<file path="src/ahs_defines.vh">
`ifndef AHS_DEFINES_VH
`define AHS_DEFINES_VH

// ----------------------------------------------------------------------
// register port
// ----------------------------------------------------------------------
`define AHS_AW 4
`define AHS_DW 16
`define AHS_ZERO16 16'h0000
`define AHS_A_CMD 4'h0
`define AHS_A_MAIN 4'h0
`define AHS_A_ST1 4'h1
`define AHS_A_MODEB 4'h1
`define AHS_A_ST2 4'h2
`define AHS_A_MODEA 4'h2
`define AHS_A_ST3 4'h3
`define AHS_A_OFS 4'h3
`define AHS_A_LCFG 4'h4

// ----------------------------------------------------------------------
// command word
// ----------------------------------------------------------------------
`define AHS_CMD_MSB 6
`define AHS_AXIS_LSB 8
`define AHS_CMD_START 7'h62
`define AHS_CMD_STOP_DEC 7'h26
`define AHS_CMD_STOP_INS 7'h27
`define AHS_CMD_CLR_STAT 7'h25
`define AHS_CMD_DRV_LO 7'h20
`define AHS_CMD_DRV_HI 7'h23

// ----------------------------------------------------------------------
// extension mode word b and a
// ----------------------------------------------------------------------
`define AHS_MB_W 10
`define AHS_ST1E 0
`define AHS_ST1D 1
`define AHS_ST2E 2
`define AHS_ST2D 3
`define AHS_ST3E 4
`define AHS_ST3D 5
`define AHS_ST4E 6
`define AHS_ST4D 7
`define AHS_COUNTER_CLEAR_AT_END 8
`define AHS_COMBINED_INDEX_STOP 9
`define AHS_SEARCH_DONE_IRQ_ENABLE 5

// ----------------------------------------------------------------------
// status fields
// ----------------------------------------------------------------------
`define AHS_ERR_SHIFT 4
`define AHS_E_LIMP 2
`define AHS_E_LIMM 3
`define AHS_E_ALM 4
`define AHS_E_EMG 5
`define AHS_E_HOME 7
`define AHS_SC_LSB 8
`define AHS_SC_MSB 12
`define AHS_S1_LIMP 12
`define AHS_S1_LIMM 13
`define AHS_S1_ALM 14
`define AHS_S1_EMG 15
`define AHS_S3_DONE 8

// ----------------------------------------------------------------------
// execution state codes
// ----------------------------------------------------------------------
`define AHS_SC_IDLE 5'h00
`define AHS_SC_S1 5'h03
`define AHS_SC_S2A 5'h08
`define AHS_SC_S2B 5'h0C
`define AHS_SC_S2C 5'h0F
`define AHS_SC_S3 5'h14
`define AHS_SC_S4 5'h19

`endif

</file>
<file path="src/ahs_input_sync.v">
`timescale 1ns/1ps
`default_nettype none
module ahs_input_sync #(
  parameter W = 7
) (
  input wire clk_i, // system clock
  input wire resetn_i, // async reset, active low
  input wire [W-1:0] async_i, // pin levels
  output reg [W-1:0] sync_o // filtered levels
);
  reg [W-1:0] s1_r;
  reg [W-1:0] s2_r;
  reg [W-1:0] s3_r;
  genvar g;

  always @(posedge clk_i or negedge resetn_i) begin
    if (!resetn_i) begin
      s1_r <= {W{1'b0}};
      s2_r <= {W{1'b0}};
      s3_r <= {W{1'b0}};
    end else begin
      s1_r <= async_i;
      s2_r <= s1_r;
      s3_r <= s2_r;
    end
  end

  // a change counts once stages two and three agree
  generate
    for (g = 0; g < W; g = g + 1) begin : g_bit
      always @(posedge clk_i or negedge resetn_i) begin
        if (!resetn_i) begin
          sync_o[g] <= 1'b0;
        end else if (s2_r[g] == s3_r[g]) begin
          sync_o[g] <= s3_r[g];
        end
      end
    end
  endgenerate
endmodule // ahs_input_sync
`default_nettype wire

</file>
<file path="src/ahs_offset_count.v">
`timescale 1ns/1ps
`default_nettype none
module ahs_offset_count #(
  parameter W = 16
) (
  input wire clk_i, // system clock
  input wire resetn_i, // async reset, active low
  input wire load_i, // start offset run
  input wire pulse_i, // one output pulse issued
  input wire [W-1:0] ofs_i, // pulses to drive
  output reg done_o // offset reached
);
  reg [W-1:0] cnt_r;
  reg act_r;

  always @(posedge clk_i or negedge resetn_i) begin
    if (!resetn_i) begin
      cnt_r <= {W{1'b0}};
      act_r <= 1'b0;
      done_o <= 1'b0;
    end else if (load_i) begin
      cnt_r <= ofs_i;
      act_r <= 1'b1;
      done_o <= 1'b0;
    end else begin
      if (pulse_i && cnt_r != {W{1'b0}}) begin
        cnt_r <= cnt_r - {{(W-1){1'b0}}, 1'b1};
      end
      done_o <= act_r && cnt_r == {W{1'b0}};
    end
  end
endmodule // ahs_offset_count
`default_nettype wire

</file>
<file path="src/ahs_sequencer.v">
//Contract
// command 62h with this axis selected starts the search sequence
// stop command 26h or 27h ends the whole search at once
// busy bit is 1 from search start until the search terminates
// host checks error bits only after the search has finished
// second status holds error flags low, state code in bits 12..8
// index already active when step 3 begins sets the early-index flag
// early-index flag clears on drive, search start or 25h command
// state code 0 while idle, 3 during step 1
// step 2 codes: 8 reverse seek, 12 reverse leave, 15 forward seek
// state code 20 during step 3, 25 during step 4 offset
// alarm stops instantly, ends search, sets alarm flags
// emergency stop stops instantly, ends search, sets flags
// limit in step 3 stops as configured, ends, sets limit flags
// limit in step 4 stops offset as configured, ends, sets flags
// early index ends search before step 3 and flags an error
// near-home already active at start skips step 1
// search-direction limit in step 1 moves on to reversing step 2
// step 2 reverses at forward limit, opposite limit ends with error
// each step runs only if enabled; direction bit 1 means minus
// counter-clear bit clears position counters when step 4 ends
// done interrupt drives output low, status-three read releases
// combined mode stops step 3 only on home and index together
// after any end the state code returns to 0, axis idles
//
// Decided for this implementation: the register offsets and the plain strobed port.
`timescale 1ns/1ps
`default_nettype none
`include "ahs_defines.vh"
module ahs_sequencer #(
  parameter AXIS_IDX = 0,
  parameter OFS_W = 16
) (
  input wire clk_i, // 20 MHz system clock
  input wire resetn_i, // async reset, active low
  input wire [`AHS_AW-1:0] reg_addr_i, // register address
  input wire [`AHS_DW-1:0] reg_wdata_i, // write data
  input wire reg_we_i, // write strobe
  input wire reg_re_i, // read strobe
  output reg [`AHS_DW-1:0] reg_rdata_o, // read data, next cycle
  input wire near_home_input_i, // near-home sensor, 1 active
  input wire home_position_input_i, // home sensor, 1 active
  input wire encoder_index_input_i, // encoder index, 1 active
  input wire servo_alarm_i, // servo alarm, 1 active
  input wire emergency_stop_input_i, // emergency stop, 1 active
  input wire plus_limit_input_i, // plus limit, 1 active
  input wire minus_limit_input_i, // minus limit, 1 active
  input wire drive_pulse_i, // one pulse issued by generator
  output reg drive_run_o, // request motion
  output reg drive_dir_o, // 0 plus, 1 minus
  output reg drive_fast_o, // 1 drive speed, 0 search speed
  output reg stop_instant_o, // pulse: instant stop
  output reg stop_decel_o, // pulse: decelerating stop
  output reg counter_clear_o, // pulse: clear both position counters
  output reg interrupt_out_n_o, // interrupt pin level, low
  output reg interrupt_oe_o // interrupt pin driven
);

  // --------------------------------------------------------------------
  // states
  // --------------------------------------------------------------------
  localparam [6:0] ST_IDLE = 7'b0000001;
  localparam [6:0] ST_S1 = 7'b0000010;
  localparam [6:0] ST_S2A = 7'b0000100;
  localparam [6:0] ST_S2B = 7'b0001000;
  localparam [6:0] ST_S2C = 7'b0010000;
  localparam [6:0] ST_S3 = 7'b0100000;
  localparam [6:0] ST_S4 = 7'b1000000;

  reg [6:0] state_r;
  reg [6:0] state_nxt;
  reg [`AHS_MB_W-1:0] modeb_r;
  reg search_done_irq_enable_r;
  reg [OFS_W-1:0] ofs_r;
  reg lcfg_decel_r;
  reg [7:0] err_r;
  reg [3:0] st1_r;
  reg done_r;
  reg [`AHS_DW-1:0] rd_nxt;

  wire near_s;
  wire home_s;
  wire idx_s;
  wire alm_s;
  wire emg_s;
  wire limp_s;
  wire limm_s;
  wire ofs_done;

  ahs_input_sync #(
    .W(7)
  ) u_sync (
    .clk_i(clk_i),
    .resetn_i(resetn_i),
    .async_i({near_home_input_i, home_position_input_i,
      encoder_index_input_i, servo_alarm_i, emergency_stop_input_i,
      plus_limit_input_i, minus_limit_input_i}),
    .sync_o({near_s, home_s, idx_s, alm_s, emg_s, limp_s, limm_s})
  );

  // --------------------------------------------------------------------
  // helpers
  // --------------------------------------------------------------------
  function is_cmd;
    input [`AHS_CMD_MSB:0] c;
    input [`AHS_CMD_MSB:0] k;
    begin
      is_cmd = (c == k);
    end
  endfunction

  // direction of the step a state belongs to; reversal inverts step 2
  function step_dir;
    input [6:0] s;
    input [`AHS_MB_W-1:0] m;
    begin
      step_dir = 1'b0;
      case (s)
        ST_S1: step_dir = m[`AHS_ST1D];
        ST_S2A: step_dir = ~m[`AHS_ST2D];
        ST_S2B: step_dir = ~m[`AHS_ST2D];
        ST_S2C: step_dir = m[`AHS_ST2D];
        ST_S3: step_dir = m[`AHS_ST3D];
        ST_S4: step_dir = m[`AHS_ST4D];
        default: step_dir = 1'b0;
      endcase
    end
  endfunction

  // first enabled step from lvl on; bit 7 marks early index
  function [7:0] pick;
    input [2:0] lvl;
    input [`AHS_MB_W-1:0] m;
    input near;
    input home;
    input idx;
    reg [6:0] s;
    reg e;
    begin
      s = ST_IDLE;
      e = 1'b0;
      if (lvl <= 3'd1 && m[`AHS_ST1E] && !near) begin
        s = ST_S1;
      end else if (lvl <= 3'd2 && m[`AHS_ST2E]) begin
        s = home ? ST_S2B : ST_S2C;
      end else if (lvl <= 3'd3 && m[`AHS_ST3E]) begin
        if (idx) begin
          e = 1'b1;
        end else begin
          s = ST_S3;
        end
      end else if (m[`AHS_ST4E]) begin
        s = ST_S4;
      end
      pick = {e, s};
    end
  endfunction

  // --------------------------------------------------------------------
  // command decode
  // --------------------------------------------------------------------
  wire [`AHS_CMD_MSB:0] cmd = reg_wdata_i[`AHS_CMD_MSB:0];
  wire cmd_wr = reg_we_i && (reg_addr_i == `AHS_A_CMD) &&
    reg_wdata_i[`AHS_AXIS_LSB + AXIS_IDX];
  wire busy = ~state_r[0];
  wire c_start = cmd_wr && is_cmd(cmd, `AHS_CMD_START);
  wire c_sdec = cmd_wr && is_cmd(cmd, `AHS_CMD_STOP_DEC);
  wire c_sins = cmd_wr && is_cmd(cmd, `AHS_CMD_STOP_INS);
  wire c_clr = cmd_wr && is_cmd(cmd, `AHS_CMD_CLR_STAT);
  wire c_drv = cmd_wr && (cmd >= `AHS_CMD_DRV_LO) &&
    (cmd <= `AHS_CMD_DRV_HI);
  wire cur_dir = step_dir(state_r, modeb_r);
  wire lim_fwd = cur_dir ? limm_s : limp_s;
  wire lim_any = limp_s | limm_s;
  wire s3_hit = modeb_r[`AHS_COMBINED_INDEX_STOP] ? (home_s & idx_s) : idx_s;

  // --------------------------------------------------------------------
  // sequence
  // --------------------------------------------------------------------
  reg fin;
  reg fin_s4;
  reg set_alm;
  reg set_emg;
  reg set_lp;
  reg set_lm;
  reg set_home;
  reg stop_i;
  reg stop_d;
  reg [7:0] pk;

  always @* begin
    state_nxt = state_r;
    fin = 1'b0;
    fin_s4 = 1'b0;
    set_alm = 1'b0;
    set_emg = 1'b0;
    set_lp = 1'b0;
    set_lm = 1'b0;
    set_home = 1'b0;
    stop_i = 1'b0;
    stop_d = 1'b0;
    pk = 8'h00;
    if (!busy) begin
      if (c_start) begin
        pk = pick(3'd1, modeb_r, near_s, home_s, idx_s);
        state_nxt = pk[6:0];
        set_home = pk[7];
        fin = pk[0];
      end
    end else if (alm_s) begin
      state_nxt = ST_IDLE;
      set_alm = 1'b1;
      stop_i = 1'b1;
      fin = 1'b1;
    end else if (emg_s) begin
      state_nxt = ST_IDLE;
      set_emg = 1'b1;
      stop_i = 1'b1;
      fin = 1'b1;
    end else if (c_sdec || c_sins) begin
      state_nxt = ST_IDLE;
      stop_i = c_sins;
      stop_d = c_sdec;
      fin = 1'b1;
    end else begin
      case (state_r)
        ST_S1: begin
          if (near_s) begin
            pk = pick(3'd2, modeb_r, near_s, home_s, idx_s);
          end else if (lim_fwd) begin
            if (modeb_r[`AHS_ST2E]) begin
              pk = {1'b0, ST_S2A};
            end else begin
              pk = pick(3'd3, modeb_r, near_s, home_s, idx_s);
            end
          end else begin
            pk = {1'b0, ST_S1};
          end
          state_nxt = pk[6:0];
          set_home = pk[7];
          fin = pk[0];
        end
        ST_S2A: begin
          if (lim_fwd) begin
            state_nxt = ST_IDLE;
            set_lp = limp_s;
            set_lm = limm_s;
            stop_i = 1'b1;
            fin = 1'b1;
          end else if (home_s) begin
            state_nxt = ST_S2B;
          end
        end
        ST_S2B: begin
          if (lim_fwd) begin
            state_nxt = ST_IDLE;
            set_lp = limp_s;
            set_lm = limm_s;
            stop_i = 1'b1;
            fin = 1'b1;
          end else if (!home_s) begin
            state_nxt = ST_S2C;
          end
        end
        ST_S2C: begin
          if (home_s) begin
            pk = pick(3'd3, modeb_r, near_s, home_s, idx_s);
            state_nxt = pk[6:0];
            set_home = pk[7];
            fin = pk[0];
          end else if (lim_fwd) begin
            state_nxt = ST_S2A;
          end
        end
        ST_S3: begin
          if (lim_any) begin
            state_nxt = ST_IDLE;
            set_lp = limp_s;
            set_lm = limm_s;
            stop_i = ~lcfg_decel_r;
            stop_d = lcfg_decel_r;
            fin = 1'b1;
          end else if (s3_hit) begin
            pk = pick(3'd4, modeb_r, near_s, home_s, idx_s);
            state_nxt = pk[6:0];
            fin = pk[0];
          end
        end
        ST_S4: begin
          if (lim_any) begin
            state_nxt = ST_IDLE;
            set_lp = limp_s;
            set_lm = limm_s;
            stop_i = ~lcfg_decel_r;
            stop_d = lcfg_decel_r;
            fin = 1'b1;
          end else if (ofs_done) begin
            state_nxt = ST_IDLE;
            fin = 1'b1;
            fin_s4 = 1'b1;
          end
        end
        default: begin
          state_nxt = ST_IDLE;
          fin = 1'b1;
        end
      endcase
    end
  end

  wire ofs_load = state_nxt[6] && !state_r[6];

  ahs_offset_count #(
    .W(OFS_W)
  ) u_ofs (
    .clk_i(clk_i),
    .resetn_i(resetn_i),
    .load_i(ofs_load),
    .pulse_i(drive_pulse_i),
    .ofs_i(ofs_r),
    .done_o(ofs_done)
  );

  // --------------------------------------------------------------------
  // state code and read mux
  // --------------------------------------------------------------------
  reg [4:0] scode;

  always @* begin
    case (state_r)
      ST_S1: scode = `AHS_SC_S1;
      ST_S2A: scode = `AHS_SC_S2A;
      ST_S2B: scode = `AHS_SC_S2B;
      ST_S2C: scode = `AHS_SC_S2C;
      ST_S3: scode = `AHS_SC_S3;
      ST_S4: scode = `AHS_SC_S4;
      default: scode = `AHS_SC_IDLE;
    endcase
  end

  always @* begin
    rd_nxt = `AHS_ZERO16;
    if (reg_addr_i == `AHS_A_MAIN) begin
      rd_nxt[AXIS_IDX] = busy;
      // transient limit hits while busy are visible too
      rd_nxt[AXIS_IDX + `AHS_ERR_SHIFT] = (|err_r) |
        (busy & lim_any);
    end else if (reg_addr_i == `AHS_A_ST1) begin
      rd_nxt[`AHS_S1_EMG:`AHS_S1_LIMP] = st1_r;
    end else if (reg_addr_i == `AHS_A_ST2) begin
      rd_nxt[7:0] = err_r;
      rd_nxt[`AHS_SC_MSB:`AHS_SC_LSB] = scode;
    end else if (reg_addr_i == `AHS_A_ST3) begin
      rd_nxt[`AHS_S3_DONE] = done_r;
    end
  end

  wire rd_st3 = reg_re_i && (reg_addr_i == `AHS_A_ST3);
  wire irq_set = fin && search_done_irq_enable_r;

  // --------------------------------------------------------------------
  // registers
  // --------------------------------------------------------------------
  always @(posedge clk_i or negedge resetn_i) begin
    if (!resetn_i) begin
      state_r <= ST_IDLE;
      modeb_r <= {`AHS_MB_W{1'b0}};
      search_done_irq_enable_r <= 1'b0;
      ofs_r <= {OFS_W{1'b0}};
      lcfg_decel_r <= 1'b0;
      err_r <= 8'h00;
      st1_r <= 4'h0;
      done_r <= 1'b0;
      reg_rdata_o <= `AHS_ZERO16;
      drive_run_o <= 1'b0;
      drive_dir_o <= 1'b0;
      drive_fast_o <= 1'b0;
      stop_instant_o <= 1'b0;
      stop_decel_o <= 1'b0;
      counter_clear_o <= 1'b0;
      interrupt_out_n_o <= 1'b0;
      interrupt_oe_o <= 1'b0;
    end else begin
      state_r <= state_nxt;
      if (reg_we_i && reg_addr_i == `AHS_A_MODEB) begin
        modeb_r <= reg_wdata_i[`AHS_MB_W-1:0];
      end
      if (reg_we_i && reg_addr_i == `AHS_A_MODEA) begin
        search_done_irq_enable_r <= reg_wdata_i[`AHS_SEARCH_DONE_IRQ_ENABLE];
      end
      if (reg_we_i && reg_addr_i == `AHS_A_OFS) begin
        ofs_r <= reg_wdata_i[OFS_W-1:0];
      end
      if (reg_we_i && reg_addr_i == `AHS_A_LCFG) begin
        lcfg_decel_r <= reg_wdata_i[0];
      end
      // error flags: a setting event wins over any clear
      if (c_clr) begin
        err_r <= 8'h00;
        st1_r <= 4'h0;
      end else if (c_start || c_drv) begin
        err_r[`AHS_E_HOME] <= 1'b0;
      end
      if (set_lp) begin
        err_r[`AHS_E_LIMP] <= 1'b1;
        st1_r[`AHS_S1_LIMP - `AHS_S1_LIMP] <= 1'b1;
      end
      if (set_lm) begin
        err_r[`AHS_E_LIMM] <= 1'b1;
        st1_r[`AHS_S1_LIMM - `AHS_S1_LIMP] <= 1'b1;
      end
      if (set_alm) begin
        err_r[`AHS_E_ALM] <= 1'b1;
        st1_r[`AHS_S1_ALM - `AHS_S1_LIMP] <= 1'b1;
      end
      if (set_emg) begin
        err_r[`AHS_E_EMG] <= 1'b1;
        st1_r[`AHS_S1_EMG - `AHS_S1_LIMP] <= 1'b1;
      end
      if (set_home) begin
        err_r[`AHS_E_HOME] <= 1'b1;
      end
      // done flag and interrupt: set wins over the releasing read
      if (irq_set) begin
        done_r <= 1'b1;
        interrupt_oe_o <= 1'b1;
      end else if (rd_st3) begin
        done_r <= 1'b0;
        interrupt_oe_o <= 1'b0;
      end
      interrupt_out_n_o <= 1'b0;
      if (reg_re_i) begin
        reg_rdata_o <= rd_nxt;
      end else begin
        reg_rdata_o <= `AHS_ZERO16;
      end
      drive_run_o <= ~state_nxt[0];
      drive_dir_o <= step_dir(state_nxt, modeb_r);
      drive_fast_o <= state_nxt[1] | state_nxt[6];
      stop_instant_o <= stop_i;
      stop_decel_o <= stop_d;
      counter_clear_o <= fin_s4 & modeb_r[`AHS_COUNTER_CLEAR_AT_END];
    end
  end

endmodule // ahs_sequencer
`default_nettype wire

</file>
<file path="config.mk">
export PLATFORM = sky130hd
export DESIGN_NAME = ahs_sequencer
export DESIGN_NICKNAME = d
export VERILOG_FILES = /design/src/ahs_input_sync.v /design/src/ahs_offset_count.v /design/src/ahs_sequencer.v
export VERILOG_INCLUDE_DIRS = /design/src
export SDC_FILE = /design/constraint.sdc
export NUM_CORES = 1
export LEC_CHECK = 0
export BUFFER_PORTS_ARGS = -buffer_cell sky130_fd_sc_hd__clkbuf_2
export CAP_MARGIN = 40
export CORE_MARGIN = 2
export CORE_UTILIZATION = 49
export CTS_BUF_LIST = sky130_fd_sc_hd__clkbuf_4
export CTS_CLUSTER_DIAMETER = 40
export DETAILED_ROUTE_END_ITERATION = 8
export PLACE_DENSITY = 0.8
export SETUP_SLACK_MARGIN = 0.5
export SLEW_MARGIN = 20
export SYNTH_ARGS = -nofsm -noshare
export SYNTH_HDL_FRONTEND = slang
export SYNTH_HIERARCHICAL = 1
export SYNTH_SLANG_ARGS = --single-unit
</file>
<file path="constraint.sdc">
create_clock -name clk_i -period 3.1 [get_ports clk_i]
set_input_delay 0.155 -clock clk_i [delete_from_list [all_inputs] [get_ports clk_i]]
set_output_delay 0.155 -clock clk_i [all_outputs]
set_load 0.05 [all_outputs]
</file>
# After elaboration in Yosys (flattened, before gate mapping)
# Cells that the tools add are included.
# word_totals
register_bits,113
elab_cells,231
inputBits,32
output_inout_bits,24
# op_classes
magnitude_cmp,2
reduce_logical,36
mux,120
eq_ne,27
addsub,1
bitwise_logic,10
# ops
operator,count
$mux 7,19
$mux 1,76
$mux 16,3
$pmux 7 s6,1
$eq 7x6->1 const B,5
$mux 8,4
$pmux 5 s6,1
$eq 7x7->1 const B,3
$logic_and 1x1->1,18
$logic_not 16->1,1
$reduce_bool 16->1,1
$sub 16x1->16 const B,1
$pmux 1 s5,3
$eq 7x2->1 const B,2
$eq 7x3->1 const B,2
$eq 7x4->1 const B,2
$eq 7x5->1 const B,2
$mux 12,1
$mux 6,2
$reduce_bool 2->1,6
$mux 11,1
$eq 4x2->1 const B,2
$mux 4,2
$pmux 1 s2,4
other kinds (16),34

# Depth between registers and ports, before layout
# depth
ltp_word,14
depth_mapped,11
mapped_depth_nobuf,10

# Cells and area by module
# The synthesis kept the hierarchy.
# modules_own_cells
mod,cells_per_inst,area_per_inst_um2,instances,seq_area_each_um2
ahs_sequencer,305,3298.2,1,1527.7
ahs_offset_count,111,1043.5,1,450.4
ahs_input_sync,35,779.5,1,700.7

# Worst setup path before layout
# No wires, ideal clock.
# synth_timing
path_kind,reg2reg
start,register state_r[2]
end,register u_ofs.cnt_r[11]
synth_period_minus_slack_ns,2.729
t_arrival_ns,2.604
path_stages_with_launch,11
t_required_ns,2.975
slack_ns,0.371
setup_time_ns,0.125
path_buffers,1
cell_sequence,dfrtp_1 buf_6 or4b_4 nor4_2 o31a_2 or2_1 nand2_1 o21a_2 nor2_1 clkinv_1 mux2_2
# synth_via
elab_chain_cells,13
word_cells_on_any_way,23
classes_between,eq/ne: 6; mux: 14; reduce/logical: 3
# synth_lines
element,line,source
from (decl),ahs_sequencer.v:70,reg [6:0] state_r;
from (signal assigned),ahs_sequencer.v:384,state_r <= state_nxt;
$eq 7x4->1 / $eq 7x3->1 (equally long branches),"ahs_sequencer.v:118, ahs_sequencer.v:226",
$reduce_or 2->1 (no source line),--,
$pmux 1 s5,ahs_sequencer.v:118,case (s)
$mux 1,ahs_sequencer.v:173,wire lim_fwd = cur_dir ? limm_s : limp_s;
$mux 7 / $mux 8 (equally long branches),"ahs_sequencer.v:271, ahs_sequencer.v:230",
$mux 7 / $mux 8 (equally long branches),"ahs_sequencer.v:266, ahs_sequencer.v:228",
$pmux 7 s6 *,ahs_sequencer.v:226,case (state_r)
$mux 7 *,ahs_sequencer.v:220,end else if (c_sdec || c_sins) begin
$mux 7 *,ahs_sequencer.v:215,end else if (emg_s) begin
$mux 7 *,ahs_sequencer.v:210,end else if (alm_s) begin
$mux 7 *,ahs_sequencer.v:203,if (!busy) begin
$logic_and 1x1->1 *,ahs_sequencer.v:311,wire ofs_load = state_nxt[6] && !state_r[6];
via ofs_load,ahs_sequencer.v:311,
$mux 16 / $reduce_bool 2->1 (equally long branches),--,
to (signal assigned),ahs_offset_count.v:18,cnt_r <= {W{1'b0}};
to (signal assigned),ahs_offset_count.v:22,cnt_r <= ofs_i;
to (signal assigned),ahs_offset_count.v:27,"cnt_r <= cnt_r - {{(W-1){1'b0}}, 1'b1};"
to (decl),ahs_offset_count.v:13,reg [W-1:0] cnt_r;
# The timed path passes the listed nets; every way through them passes the cells marked *.
# A chain may end at the register's enable or synchronous reset.

# Worst setup path after layout
# layout_timing
start,register state_r[5]
end,register drive_dir_o
# layout_via
elab_chain_cells,14
word_cells_on_any_way,35
classes_between,eq/ne: 12; mux: 21; reduce/logical: 2
# layout_lines
element,line,source
$eq 7x4->1 / $eq 7x3->1 (equally long branches),"ahs_sequencer.v:118, ahs_sequencer.v:226",
$reduce_or 2->1 (no source line),--,
$pmux 1 s5,ahs_sequencer.v:118,
$mux 1,ahs_sequencer.v:173,
$mux 8 / $mux 7 (equally long branches),"ahs_sequencer.v:230, ahs_sequencer.v:271",
$mux 8 / $mux 7 (equally long branches),"ahs_sequencer.v:228, ahs_sequencer.v:266",
$pmux 7 s6,ahs_sequencer.v:226,
$mux 7,ahs_sequencer.v:220,
$mux 7,ahs_sequencer.v:215,
$mux 7,ahs_sequencer.v:210,
$mux 7 *,ahs_sequencer.v:203,
$eq 7x4->1 / $eq 7x3->1 (equally long branches),ahs_sequencer.v:118,
$reduce_or 2->1 (no source line),--,
$pmux 1 s5 *,ahs_sequencer.v:118,
to (signal assigned),ahs_sequencer.v:438,"drive_dir_o <= step_dir(state_nxt, modeb_r);"
to (decl),ahs_sequencer.v:50,"output reg drive_dir_o,"
# Every way passes the cells marked *; elsewhere a longest branch is shown, timed or not.

==> results.py <==
metrics = {
    "outcome": {
        "outcome": "finished, final reports clean",
    },
    "global_route": {
        "antenna_found_initial": 1,
        "grt_max_degree": 108,
        "grt_pass1_wl_um": 18700,
        "overflow": 0,
        "first_global_vias": 3755,
        "track_usage_pct": 21.0,
    },
    "pwr": {
        "p_leak_nw": 2.72,
        "p_sw_share_pct": 29.9,
        "clockPowerShare_pct": 23.8,
        "internal-power_w": 0.00222,
        "cellPowerDensity_nw_per_um2": 514,
        "peakVddDrop_mv": 0.252,
        "p_switching_w": 0.000948,
        "p_seq_share_pct": 56.7,
        "combPwrFrac_pct": 19.5,
    },
    "worst_setup_path": {
        "worstPathCellList": "buf_4, nor2b_4, a32o_2, nor3_2, mux2i_2, mux2_4, a32oi_2, buf_4, o211ai_1, a211oi_2",
        "r2r_cells": 10,
        "path_buf_inv": 2,
        "max_stage_delay_ns": 0.46,
        "worst-setup-path-type": "reg -> reg",
        "startpoint": "state_r[5]",
        "worst_setup_path_start_kind": "register",
        "path_depth": 10,
        "crit_required_ns": 3.47,
        "cp_common_cell": "buf_4",
        "arrival_ns": 3.12,
        "timing.rr.end": "drive_dir_o",
        "crit_path_end_kind": "register",
        "crit_family": "compound AO/OA/AOI/OAI gates",
        "endpoint": "drive_dir_o",
        "crit_slowest_cell": "dfrtp_2",
        "rr_startpoint": "state_r[5]",
        "critPathMaxFanout": 6,
        "r2r_slack_ns": 0.35,
    },
    "hold_path": {
        "holdCritPathClass": "in -> reg",
    },
    "final_layout": {
        "nFillCells": 819,
        "drive_gt1_share_pct": 33.2,
        "fin_nets": 583,
        "final_common_cell": "dfrtp_1",
        "multi_input_area_um2": 2330,
        "syn_to_final_growth_pct": 20.4,
        "regArea_um2": 2690,
        "final_util_pct": 60.3,
        "final_cell_mix": "dfrtp_1 (102), clkbuf_2 (51), mux2_2 (33)",
    },
    "sta": {
        "setup_viol": 0,
        "worst_clock_skew_ns": 0.0243,
        "whs_ns": 0.0340,
        "maxSlewViolCount": 0,
        "hold_viol": 0,
        "fin_setup_tns_ns": 0,
        "fin_crit_sh_pct": 88.8,
        "slew_headroom_pct": 43.1,
        "worstMarginPinSlew_ns": 0.854,
        "period_minus_slack_ns": 2.75,
        "fmax_ghz": 0.363,
        "rsz0062_at_grt": "yes",
    },
    "logic_synthesis": {
        "syn_area_per_cell_um2": 11.4,
        "synthFlopType": "dfrtp_1",
        "synth_edf_count": 0,
        "syn_inst": 451,
        "synth_area_um2": 5120,
        "synth-seq-cells": 107,
        "async_reset_ff_share_pct": 100,
        "ys_seq_area_share_pct": 52.3,
        "synth.distinct_cells": 92,
        "yosysWarningCount": 6,
    },
    "drt": {
        "routed_via_density": 5.87,
        "drc": 0,
        "wl_per_cell_um": 17.0,
        "dr.pass1.iters": 6,
        "ant_nets": 0,
        "via_count": 4055,
        "wirelength_um": 11700,
        "dr.first_iter.drc_count": 451,
    },
    "clocking": {
        "h-tree-depth": 3,
        "cts-root-buf": "clkbuf_4",
        "cts.sinks": 107,
        "cts_tree": "yes",
        "clock_latency_ns": 0.45,
        "clk_path_buf_depth": 2,
        "cts-buffers-inserted": 9,
        "clk_pin_slew_ns": 0.16,
    },
    "floorplan": {
        "die_w_um": 106,
        "start_util_pct": 50.1,
        "die_h_um": 106,
        "dieArea_um2": 11300,
        "io_pins": 56,
        "core_um2": 10200,
        "rows": 37,
    },
    "job": {
        "max_cap_violations": 0,
    },
    "placed_design": {
        "globalplace.congestion": 0.965,
        "portBuffers": 52,
        "hpwl_um": 8020,
    },
}
timing repair:
item,4_1_cts,5_1_grt
hold endpoints to repair,139,0
endpoints found under the setup margin,18,21
buffers inserted,11,7
pin swaps,7,9
gates resized for setup,11,20
hold buffers,24,0
cloned,1,0
state kept, by name, summed over array words and instances (netlist names), 5 cells and up:
signal / count
u_sync/s3_r: 7
u_sync/s1_r: 7
ofs_r: 16
state_r: 7
u_sync/sync_o: 7
u_sync/s2_r: 7
reg_rdata_o: 14
modeb_r: 10
err_r: 5
u_ofs/cnt_r: 16
metal layers:
| layer | vias to the layer above | GRT usage, % | part of all wire (%) |
|---|---|---|---|
| met5 | - | 0 | 0 |
| met4 | 0 | 10.4 | 3.9 |
| met3 | 33 | 3.62 | 8.1 |
| met2 | 232 | 31.0 | 45 |
| met1 | 1941 | 30.2 | 43 |
| li1 | 1849 | - | - |
power groups by stage:
| stage | clock [W] | sequential (W) | combinational [W] |
|---|---|---|---|
| after floorplan | 0 | 0.00175 | 0.000445 |
| after global placement | 0 | 0.00181 | 0.000551 |
| after detailed placement | 0 | 0.00182 | 0.000579 |
| after CTS | 0.000775 | 0.00179 | 0.000608 |
| after global routing | 0.000831 | 0.00182 | 0.000680 |
| final | 0.000755 | 0.00180 | 0.000618 |
area by class of cell:
cell class                      instances  share of cell area [%]
Antenna cell                            1                  0.0406
Clock buffer                            9                    1.10
Clock inverter                          6                    1.32
Inverter                               20                    1.36
Multi-Input combinational cell        307                    37.8
Sequential cell                       107                    43.6
Tap cell                              136                    2.76
Timing Repair Buffer                  104                    12.0
Timing Repair inverter                  1                  0.0609
how the worst min path moves through the flow:
stage / from / end / slack [ns] / cells after the start
after global routing: reg_wdata_i[2] / ofs_r[2] / 0.03 / 2
after detailed placement: servo_alarm_i / u_sync/s1_r[3] / 0.26 / 1
after floorplan: resetn_i / counter_clear_o / -0.14 / 0
final: reg_wdata_i[2] / ofs_r[2] / 0.03 / 2
after global placement: resetn_i / reg_rdata_o[9] / 0.26 / 2
after CTS: reg_wdata_i[2] / ofs_r[2] / 0.02 / 2
worst reg2reg max path, cell delays in order (launching register included):
cell	delay [ns]
dfrtp_2	0.46
buf_4	0.17
nor2b_4	0.14
a32o_2	0.31
nor3_2	0.25
mux2i_2	0.33
mux2_4	0.34
a32oi_2	0.22
buf_4	0.16
o211ai_1	0.09
a211oi_2	0.21
per-stage QoR:
stage	total power [W]	instances	worst slack [ns]	instance area (um2)
after floorplan	0.00220	453	0.518	5130
after global placement	0.00236	631	0.276	5510
after detailed placement	0.00239	632	0.204	5510
after CTS	0.00317	683	0.374	6030
after global routing	0.00333	691	0.265	6170
final	0.00317	691	0.346	6170
cells by family (layout without fill, tap and decap cells):
kind of cell / Yosys count / after routing / share of synthesized area, %
compound gates: 83 / 83 / 12.1
flops: 107 / 107 / 52.3
mux: 37 / 37 / 8.06
fa+ha+maj: 8 / 8 / 1.78
simple gates: 161 / 161 / 18.9
xor+xnor: 15 / 15 / 2.57
buf+inv: 39 / 140 / 4.20
other cells: 1 / 4 / 0.0732
cells in the mapped netlist (all sizes together), types with 9 or more instances:
library cell | number | share of area (%)
and3 | 9 | 1.2
dfrtp | 106 | 52
xnor2 | 11 | 1.9
nand3 | 12 | 1.2
o21ai | 20 | 2.0
inv | 18 | 1.4
a21oi | 12 | 1.2
nor4 | 9 | 1.3
nor2 | 24 | 2.0
clkbuf | 9 | 0.93
nor3 | 19 | 2.1
buf | 10 | 1.7
mux2 | 34 | 7.5
nand2 | 32 | 2.3
No activity file was read; power rests on OpenSTA's default activity.
